<file path="config.mk">
export PLATFORM = sky130hd
export DESIGN_NAME = pswio_top
export DESIGN_NICKNAME = d
export VERILOG_FILES = /design/src/pswio_pkg.sv /design/src/pswio_top.sv
export SDC_FILE = /design/constraint.sdc
export NUM_CORES = 2
export LEC_CHECK = 0
export BUFFER_PORTS_ARGS = -buffer_cell sky130_fd_sc_hd__clkbuf_2
export CORE_MARGIN = 4
export CORE_UTILIZATION = 50
export CTS_BUF_LIST = sky130_fd_sc_hd__clkbuf_8 sky130_fd_sc_hd__clkbuf_16
export CTS_CLUSTER_DIAMETER = 60
export CTS_CLUSTER_SIZE = 24
export DETAILED_ROUTE_END_ITERATION = 12
export PLACE_DENSITY = 0.76
export SKIP_LAST_GASP = 1
export SLEW_MARGIN = 20
export SYNTH_ARGS = -nofsm -noshare
export SYNTH_HDL_FRONTEND = slang
export SYNTH_SLANG_ARGS = --single-unit
export TNS_END_PERCENT = 10
</file>
<file path="constraint.sdc">
create_clock -name ref_clk_i -period 34.3 [get_ports ref_clk_i]
set_input_delay 1.715 -clock ref_clk_i [delete_from_list [all_inputs] [get_ports ref_clk_i]]
set_output_delay 1.715 -clock ref_clk_i [all_outputs]
set_load 0.02 [all_outputs]
</file>
<file path="src/pswio_pkg.sv">
package pswio_pkg;

	// Clock and input filter timing
	localparam int CLK_KHZ = 40000;
	localparam int DEB_TIME_US = 6000;
	localparam int DEB_CYC = (DEB_TIME_US * CLK_KHZ) / 1000;
	localparam int DEB_W = 18;

	// Code word and position table limits
	localparam int CODE_W = 16;
	localparam int PIN_W = 24;
	localparam logic [31:0] MAX_POINTS = 32'h0000_05dc;

	// Register byte offsets
	localparam logic [7:0] REG_CTRL = 8'h00;
	localparam logic [7:0] REG_POS_BITS = 8'h04;
	localparam logic [7:0] REG_PER_PROD = 8'h08;
	localparam logic [7:0] REG_STATUS = 8'h0c;
	localparam logic [7:0] REG_TARGET = 8'h10;
	localparam logic [7:0] REG_ERROR = 8'h14;

	// Field positions
	localparam int CTRL_BCD_BIT = 0;
	localparam int CTRL_TWO_AXIS_BIT = 1;
	localparam int ERR_HOME_BIT = 0;
	localparam int ERR_POINT_BIT = 1;
	localparam int ERR_EXT_BIT = 2;

	// Values after reset
	localparam logic [1:0] CTRL_RST = 2'h0;
	localparam logic [3:0] POS_BITS_RST = 4'h6;
	localparam logic [15:0] PER_PROD_RST = 16'h0032;
	localparam logic [23:0] PIN_RST = 24'h06_0000;

	// AHB-Lite encodings
	localparam logic HRESP_OKAY = 1'b0;

	typedef enum logic [1:0]
	{
		ST_IDLE = 2'b00,
		ST_MOVE = 2'b01,
		ST_HOME = 2'b10
	} pswio_state_t;

	// Host-driven parallel inputs, already at logic level
	typedef struct packed
	{
		logic alarm_clear_in;
		logic move_go_in;
		logic home_go_in;
		logic servo_enable_in;
		logic push_req_in;
		logic hold_n_in;
		logic abort_n_in;
		logic interp_req_in;
		logic [15:0] code_in;
	} pswio_pins_t;

	// Status outputs towards the host
	typedef struct packed
	{
		logic fault_n_out;
		logic ready_out;
		logic in_position_out;
		logic homed_out;
		logic servo_active_out;
		logic push_done_out;
		logic backup_battery_low_out;
	} pswio_stat_t;

	// Feedback from the motion engine
	typedef struct packed
	{
		logic init_done;
		logic move_done;
		logic home_done;
		logic push_ok;
		logic push_miss;
		logic fault_evt;
		logic batt_low;
	} pswio_mot_sts_t;

	// Commands to the motion engine
	typedef struct packed
	{
		logic move_req;
		logic home_req;
		logic servo_drive;
		logic hold;
		logic abort;
		logic push_mode;
		logic interp_mode;
		logic [15:0] target;
	} pswio_mot_cmd_t;

endpackage

</file>
<file path="src/pswio_top.sv">
`timescale 1ns/10ps
module pswio_top
#(
	parameter int DEB_CYCLES = pswio_pkg::DEB_CYC
)
(
	// Clock and reset
	input wire logic ref_clk_i,
	input wire logic rst_n_i,
	// AHB-Lite slave
	input wire logic hsel_i,
	input wire logic [31:0] haddr_i,
	input wire logic [1:0] htrans_i,
	input wire logic hwrite_i,
	input wire logic [2:0] hsize_i,
	input wire logic [31:0] hwdata_i,
	input wire logic hready_i,
	output logic hreadyout_o,
	output logic hresp_o,
	output logic [31:0] hrdata_o,
	// Parallel host pins
	input wire pswio_pkg::pswio_pins_t pins_i,
	output pswio_pkg::pswio_stat_t stat_o,
	// Motion engine
	input wire pswio_pkg::pswio_mot_sts_t mot_i,
	output pswio_pkg::pswio_mot_cmd_t cmd_o
);
	import pswio_pkg::*;

	localparam logic [DEB_W-1:0] DEB_LAST = DEB_W'(DEB_CYCLES - 1);

	// Refuse filter lengths the counter cannot hold
	if (DEB_CYCLES < 1 || DEB_CYCLES > (2 ** DEB_W))
	begin : g_bad_deb
		$error("DEB_CYCLES out of range for the filter counter");
	end

	logic [PIN_W-1:0] sync1_r;
	logic [PIN_W-1:0] sync2_r;
	logic [PIN_W-1:0] filt;
	pswio_pins_t pf;
	pswio_pins_t prev_r;
	pswio_state_t state_r;
	pswio_state_t state_nxt;
	logic [1:0] ctrl_r;
	logic [3:0] pos_bits_r;
	logic [15:0] per_prod_r;
	logic [2:0] err_r;
	logic [2:0] err_nxt;
	logic homed_r;
	logic arrived_r;
	logic in_pos_r;
	logic push_r;
	logic servo_drive_r;
	logic ready_r;
	logic wr_in_position_out_r;
	logic [7:0] wr_addr_r;
	logic [31:0] hrdata_r;
	pswio_stat_t stat_r;
	pswio_mot_cmd_t cmd_r;

	// Two-stage synchroniser for every host input
	always_ff @(posedge ref_clk_i)
	begin
		if (!rst_n_i)
		begin
			sync1_r <= PIN_RST;
			sync2_r <= PIN_RST;
		end
		else
		begin
			sync1_r <= pins_i;
			sync2_r <= sync1_r;
		end
	end

	// Per-input filter: a new level counts only after it has stood DEB_CYCLES
	for (genvar b = 0; b < PIN_W; b++)
	begin : g_filt
		logic [DEB_W-1:0] cnt_r;
		logic flt_r;
		always_ff @(posedge ref_clk_i)
		begin
			if (!rst_n_i)
			begin
				cnt_r <= '0;
				flt_r <= PIN_RST[b];
			end
			else if (sync2_r[b] == flt_r)
				cnt_r <= '0;
			else if (cnt_r == DEB_LAST)
			begin
				cnt_r <= '0;
				flt_r <= sync2_r[b];
			end
			else
				cnt_r <= cnt_r + 1'b1;
		end
		assign filt[b] = flt_r;
	end

	assign pf = filt;

	// Previous filtered levels for edge detection
	always_ff @(posedge ref_clk_i)
	begin
		if (!rst_n_i)
			prev_r <= PIN_RST;
		else
			prev_r <= pf;
	end

	wire start_rise = pf.move_go_in & ~prev_r.move_go_in;
	wire home_rise = pf.home_go_in & ~prev_r.home_go_in;
	wire clr_rise = pf.alarm_clear_in & ~prev_r.alarm_clear_in;
	wire abort_fell = ~pf.abort_n_in & prev_r.abort_n_in;

	// BCD word to binary, four digits
	function automatic logic [15:0] bcd2bin(input logic [15:0] v);
		return 16'(v[3:0] + (v[7:4] * 10) + (v[11:8] * 100) + (v[15:12] * 1000));
	endfunction

	// Split the code word into position and product fields
	wire bcd_mode = ctrl_r[CTRL_BCD_BIT];
	wire [4:0] fld_w = bcd_mode ? {1'b0, pos_bits_r[1:0], 2'b00} : {1'b0, pos_bits_r};
	wire [16:0] mask_w = (17'h0_0001 << fld_w) - 17'h0_0001;
	wire [15:0] pos_raw = pf.code_in & mask_w[15:0];
	wire [15:0] prod_raw = pf.code_in >> fld_w;
	wire [15:0] pos_val = bcd_mode ? bcd2bin(pos_raw) : pos_raw;
	wire [15:0] prod_val = bcd_mode ? bcd2bin(prod_raw) : prod_raw;

	// Out-of-range position numbers fall back to position 1
	wire pos_bad = (pos_val > per_prod_r) || (pos_val == 16'h0000);
	wire [15:0] pos_eff = pos_bad ? 16'h0001 : pos_val;

	// Target index depends on product as well as position
	wire [31:0] idx_base = ({16'h0000, prod_val} - 32'h0000_0001) * {16'h0000, per_prod_r};
	wire [31:0] idx_wide = idx_base + {16'h0000, pos_eff};
	wire pt_err = (prod_val == 16'h0000) || (idx_wide > MAX_POINTS);

	// Command acceptance
	wire alarm_any = |err_r;
	wire idle = (state_r == ST_IDLE);
	wire can_cmd = idle & servo_drive_r & ready_r & ~alarm_any;
	wire go_ok = start_rise & can_cmd & pf.hold_n_in & pf.abort_n_in;
	wire go_home_err = go_ok & ~homed_r;
	wire go_pt_err = go_ok & homed_r & pt_err;
	wire go_move = go_ok & homed_r & ~pt_err;
	wire home_go = home_rise & can_cmd & ~start_rise;
	wire stop_ev = abort_fell & ~idle;
	wire push_fin = cmd_r.push_mode & (mot_i.push_ok | mot_i.push_miss);
	wire move_end = (state_r == ST_MOVE) & (mot_i.move_done | push_fin);
	wire home_end = (state_r == ST_HOME) & mot_i.home_done;

	// Motion sequencer
	always_comb
	begin
		state_nxt = state_r;
		case (state_r)
			ST_IDLE:
			begin
				if (go_move)
					state_nxt = ST_MOVE;
				else if (home_go)
					state_nxt = ST_HOME;
			end
			ST_MOVE:
			begin
				if (stop_ev || move_end)
					state_nxt = ST_IDLE;
			end
			ST_HOME:
			begin
				if (stop_ev || home_end)
					state_nxt = ST_IDLE;
			end
			default:
				state_nxt = ST_IDLE;
		endcase
	end

	// Alarms: a new event wins over a clear in the same cycle
	wire [2:0] err_set = {mot_i.fault_evt, go_pt_err, go_home_err};
	assign err_nxt = (err_r & ~{3{clr_rise}}) | err_set;

	// Servo follows its enable, but cannot drop while a motion runs
	wire servo_nxt = idle ? pf.servo_enable_in : servo_drive_r;

	// Arrival, homing and push results
	wire arrived_nxt = (go_move | home_go) ? 1'b0 : ((move_end | home_end) ? 1'b1 : arrived_r);
	wire homed_nxt = home_go ? 1'b0 : (home_end ? 1'b1 : homed_r);
	wire push_ok_ev = (state_r == ST_MOVE) & cmd_r.push_mode & mot_i.push_ok;
	wire push_miss_ev = (state_r == ST_MOVE) & cmd_r.push_mode & mot_i.push_miss;
	wire push_nxt = (go_move | push_miss_ev) ? 1'b0 : (push_ok_ev ? 1'b1 : push_r);
	wire pos_keep = pf.hold_n_in & servo_drive_r & ~go_move & ~home_go;
	wire pos_set = arrived_r & ~pf.move_go_in & ready_r;
	wire in_pos_nxt = (in_pos_r | pos_set) & pos_keep;

	// Sequencer and status state
	always_ff @(posedge ref_clk_i)
	begin
		if (!rst_n_i)
		begin
			state_r <= ST_IDLE;
			err_r <= 3'h0;
			homed_r <= 1'b0;
			arrived_r <= 1'b1;
			in_pos_r <= 1'b0;
			push_r <= 1'b0;
			servo_drive_r <= 1'b0;
			ready_r <= 1'b0;
		end
		else
		begin
			state_r <= state_nxt;
			err_r <= err_nxt;
			homed_r <= homed_nxt;
			arrived_r <= arrived_nxt;
			in_pos_r <= in_pos_nxt;
			push_r <= push_nxt;
			servo_drive_r <= servo_nxt;
			ready_r <= mot_i.init_done;
		end
	end

	// Commands to the motion engine, registered
	always_ff @(posedge ref_clk_i)
	begin
		if (!rst_n_i)
			cmd_r <= '0;
		else
		begin
			cmd_r.move_req <= go_move;
			cmd_r.home_req <= home_go;
			cmd_r.servo_drive <= servo_nxt;
			cmd_r.hold <= ~pf.hold_n_in;
			cmd_r.abort <= stop_ev;
			if (go_move)
			begin
				cmd_r.push_mode <= pf.push_req_in;
				cmd_r.interp_mode <= pf.interp_req_in & ctrl_r[CTRL_TWO_AXIS_BIT];
				cmd_r.target <= idx_wide[15:0];
			end
		end
	end

	// Host status outputs, registered; handshake holds completions while start is high
	always_ff @(posedge ref_clk_i)
	begin
		if (!rst_n_i)
			stat_r <= '0;
		else
		begin
			stat_r.fault_n_out <= ~alarm_any;
			stat_r.ready_out <= ready_r;
			stat_r.in_position_out <= in_pos_r;
			stat_r.homed_out <= homed_r;
			stat_r.servo_active_out <= servo_drive_r;
			stat_r.push_done_out <= push_r & ~pf.move_go_in;
			stat_r.backup_battery_low_out <= mot_i.batt_low;
		end
	end

	assign stat_o = stat_r;
	assign cmd_o = cmd_r;

	// AHB-Lite address phase decode; zero wait states, always OKAY
	wire ahb_take = hsel_i & hready_i & htrans_i[1];
	wire [7:0] a_off = haddr_i[7:0];
	wire [31:0] rd_val =
		(a_off == REG_CTRL) ? {30'h0, ctrl_r} :
		(a_off == REG_POS_BITS) ? {28'h0, pos_bits_r} :
		(a_off == REG_PER_PROD) ? {16'h0, per_prod_r} :
		(a_off == REG_STATUS) ? {23'h0, state_r, stat_r} :
		(a_off == REG_TARGET) ? {16'h0, cmd_r.target} :
		(a_off == REG_ERROR) ? {29'h0, err_r} : 32'h0;

	// Capture write address and read data at the address phase
	always_ff @(posedge ref_clk_i)
	begin
		if (!rst_n_i)
		begin
			wr_in_position_out_r <= 1'b0;
			wr_addr_r <= 8'h00;
			hrdata_r <= 32'h0;
		end
		else
		begin
			wr_in_position_out_r <= ahb_take & hwrite_i;
			if (ahb_take)
				wr_addr_r <= a_off;
			if (ahb_take & ~hwrite_i)
				hrdata_r <= rd_val;
		end
	end

	// Data phase writes to configuration registers
	always_ff @(posedge ref_clk_i)
	begin
		if (!rst_n_i)
		begin
			ctrl_r <= CTRL_RST;
			pos_bits_r <= POS_BITS_RST;
			per_prod_r <= PER_PROD_RST;
		end
		else if (wr_in_position_out_r)
		begin
			if (wr_addr_r == REG_CTRL)
				ctrl_r <= hwdata_i[1:0];
			else if (wr_addr_r == REG_POS_BITS)
				pos_bits_r <= hwdata_i[3:0];
			else if (wr_addr_r == REG_PER_PROD)
				per_prod_r <= hwdata_i[15:0];
		end
	end

	assign hreadyout_o = 1'b1;
	assign hresp_o = HRESP_OKAY;
	assign hrdata_o = hrdata_r;
endmodule

</file>
==> flow_summary.ini <==
[grt]
grt_pass1_wl_um = 161000
grt_pass1_vias = 31670
grt_max_degree = 68
overflow = 0
antenna_found_initial = 5
track_usage = 0.226

[floorplanning]
die_width_um = 295
ioPinCount = 169
dieArea_sq_mm = 0.0869
row_count = 104
start_util = 0.507
die_h_um = 295
coreArea_sq_mm = 0.0811

[logic_synthesis]
synth_most_common_cell = nor2_1
synthArstFlopShare = 0
ys_top_cells_by_count = 636 x nor2_1, 595 x dfxtp_1, 476 x inv_1, 403 x nand2_1, 316 x fa_1
synth_top_area_frac = 0.290
synth.avg_cell_area_sq_um = 8.64
yosys_warnings = 0
synthFlopType = dfxtp_1
ys_ff_latch = 595
synth_enable_flop_cells = 0
ys_types = 99
syn_inst = 4759
syn_area_sq_mm = 0.0411
synth_top_area_cell = dfxtp_1
synth_area_leaders = dfxtp_1 29%, fa_1 15%, ha_1 7.0%
ys_seq_area_frac = 0.290

[worst_setup_path]
required_ps = 34780
cp.buffers_inverters = 9
slowest_delay_ps = 770
crit_path_top_delay_cell = xor2_1
timing.rr.start = ctrl_r[0]$_SDFFE_PN0P_
crit_start = ctrl_r[0]$_SDFFE_PN0P_
worstSetupEndpointType = flip-flop
arrival_ps = 16790
critPathMaxFanout = 32
startpoint_type = flip-flop
cp_top_family = adder cells
critPathKind = flip-flop to flip-flop

[flow_run]
cap_violations = 0

[pwr]
switching_share = 0.385
p_per_area_mw_per_mm2 = 46.9
ir_worst_vdd_mv = 0.0895
clkPwrFrac = 0.249
leakage_nw = 18.0
intPower_mw = 1.27
p_sw_mw = 0.792
seqPwrFrac = 0.339
p_comb_frac = 0.412

[placed_design]
routabilityCongestion = 0.954
io_buffers = 106
dp.cells = 5783
hpwlAfterDp_um = 74500

[clocking]
htreeDepth = 2
cts.sinks = 595
cts_hold_buf = 0
cts_tree = built
cts_root_buffer = clkbuf_16
clk_pin_slew_ps = 80
cts.path.max_buffers = 3
ctsResizeCount = 0
cts_made_buffers = 39
insertion_delay_ps = 600
post_cts_buffers = 0

[cells_and_area]
layout.cells.non_filler = 5852
finalNetCount = 5415
drive_gt1_frac = 0.0581
syn_to_final_growth_pct = 6.66

[sta]
finalSetupViolCount = 0
skew_ps = 31.4
max_slew.worst_pin.slew_ps = 1070
hold_violations = 0
max_freq_mhz = 61.3
period_minus_slack_ps = 16320
slew_violations = 0
maxSlewHeadroom = 0.283
fin_setup_tns_ps = 0
rsz0062_at_grt = no
min_period_over_period = 0.476

[drt]
wl_per_cell_um = 16.6
ant_nets = 0
vias = 32265
first_iter_violations = 2170
drc = 0
vias_per_cell = 5.51
routed_wirelength_um = 97400
dr.pass1.iters = 6

[min_path]
hp-start = sync1_r[17]$_SDFF_PN1_
hold_class = flip-flop to flip-flop

[outcome]
status = finished, final reports clean
[sequential cells by signal (all words and copies together) (netlist names)]
| name | flops |
|---|---|
| sync2_r | 24 |
| state_r | 2 |
| prev_r | 4 |
| ctrl_r | 2 |
| g_filt.flt_r | 24 |
| err_r | 3 |
| cmd_o | 23 |
| arrived_r | 1 |
| in_pos_r | 1 |
| homed_r | 1 |
| pos_bits_r | 4 |
| stat_o | 7 |
| hrdata_o | 16 |
| ready_r | 1 |
| wr_addr_r | 8 |
| push_r | 1 |
| sync1_r | 24 |
| wr_in_position_out_r | 1 |
| g_filt.cnt_r | 432 |
| per_prod_r | 16 |
[stage by stage]
stage | area [sq um] | setup WS, ps | hold slack (ps) | total power, mW | utilization
2_1_floorplan | 41200 | 21060 | 386 | 1.35 | -
3_3_place_gp | 42500 | 18580 | 396 | 1.53 | 0.524
3_5_place_dp | 42500 | 18250 | 397 | 1.55 | 0.524
4_1_cts | 43900 | 18150 | 417 | 2.06 | 0.541
5_1_grt | 43900 | 16990 | 431 | 2.21 | 0.541
6_report | 43900 | 17980 | 418 | 2.06 | 0.541
[area by class of cell]
type | count | area [sq um]
sequential | 595 | 11900
clock inverter | 24 | 358
inverter | 476 | 1790
timing repair buffer | 146 | 833
antenna | 4 | 10.0
tap | 1060 | 1330
clock buffer | 41 | 1000
multi-input combinational | 3506 | 26600
fill | 7252 | 37200
[power groups by stage]
stage / Clock [mW] / Combinational, mW / Sequential, mW
finish: 0.512 / 0.847 / 0.698
global placement: 0 / 0.819 / 0.714
global route: 0.553 / 0.954 / 0.699
floorplan: 0 / 0.634 / 0.714
detailed placement: 0 / 0.831 / 0.714
CTS: 0.524 / 0.838 / 0.698
[worst paths after layout]
path	slack (ps)	depth (start not counted)	endpoint
worst max-delay path	17980	54	cmd_o[15]$_SDFFE_PN0P_
worst max register to register	17980	54	cmd_o[15]$_SDFFE_PN0P_
worst min-delay path	420	1	sync2_r[17]$_SDFF_PN1_
worst min register to register	420	1	sync2_r[17]$_SDFF_PN1_
[cell families (layout without fill, tap and decap cells)]
group	count (synthesis)	count (layout)	share of synthesized area
DFF	595	595	0.290
xor gates and xnor gates	462	462	0.0984
and+or+nand+nor	1926	1926	0.227
other	2	30	0.000183
AOI/OAI and AO/OA	475	475	0.0758
adders and majority gates	546	546	0.224
buffers and inverters	682	687	0.0660
muxes	71	71	0.0193
[metal layers]
metal	global-route usage	part of all wire	vias up
met3	0.0560	0.086	253
met5	0	0.00054	-
met1	0.298	0.43	15428
li1	-	-	15549
met4	0.0754	0.038	8
met2	0.363	0.44	1027
[cells in the final DEF (no fill, tap or decap), drive strengths merged, types with 22 or more instances in the layout]
| cell | instances |
|---|---|
| mux2i | 55 |
| nor4 | 27 |
| dfxtp | 595 |
| buf | 41 |
| nand2b | 30 |
| nand3 | 257 |
| xnor2 | 218 |
| inv | 484 |
| nor2 | 638 |
| and3 | 136 |
| fa | 316 |
| a21o | 23 |
| xor2 | 244 |
| nor3 | 49 |
| nand4 | 48 |
| a21oi | 152 |
| conb | 26 |
| or3 | 37 |
| o21ai | 103 |
| o211ai | 22 |
| and2 | 167 |
| clkbuf | 146 |
| ha | 230 |
| nor2b | 25 |
| nand2 | 403 |
No activity file was read; power rests on OpenSTA's default activity.
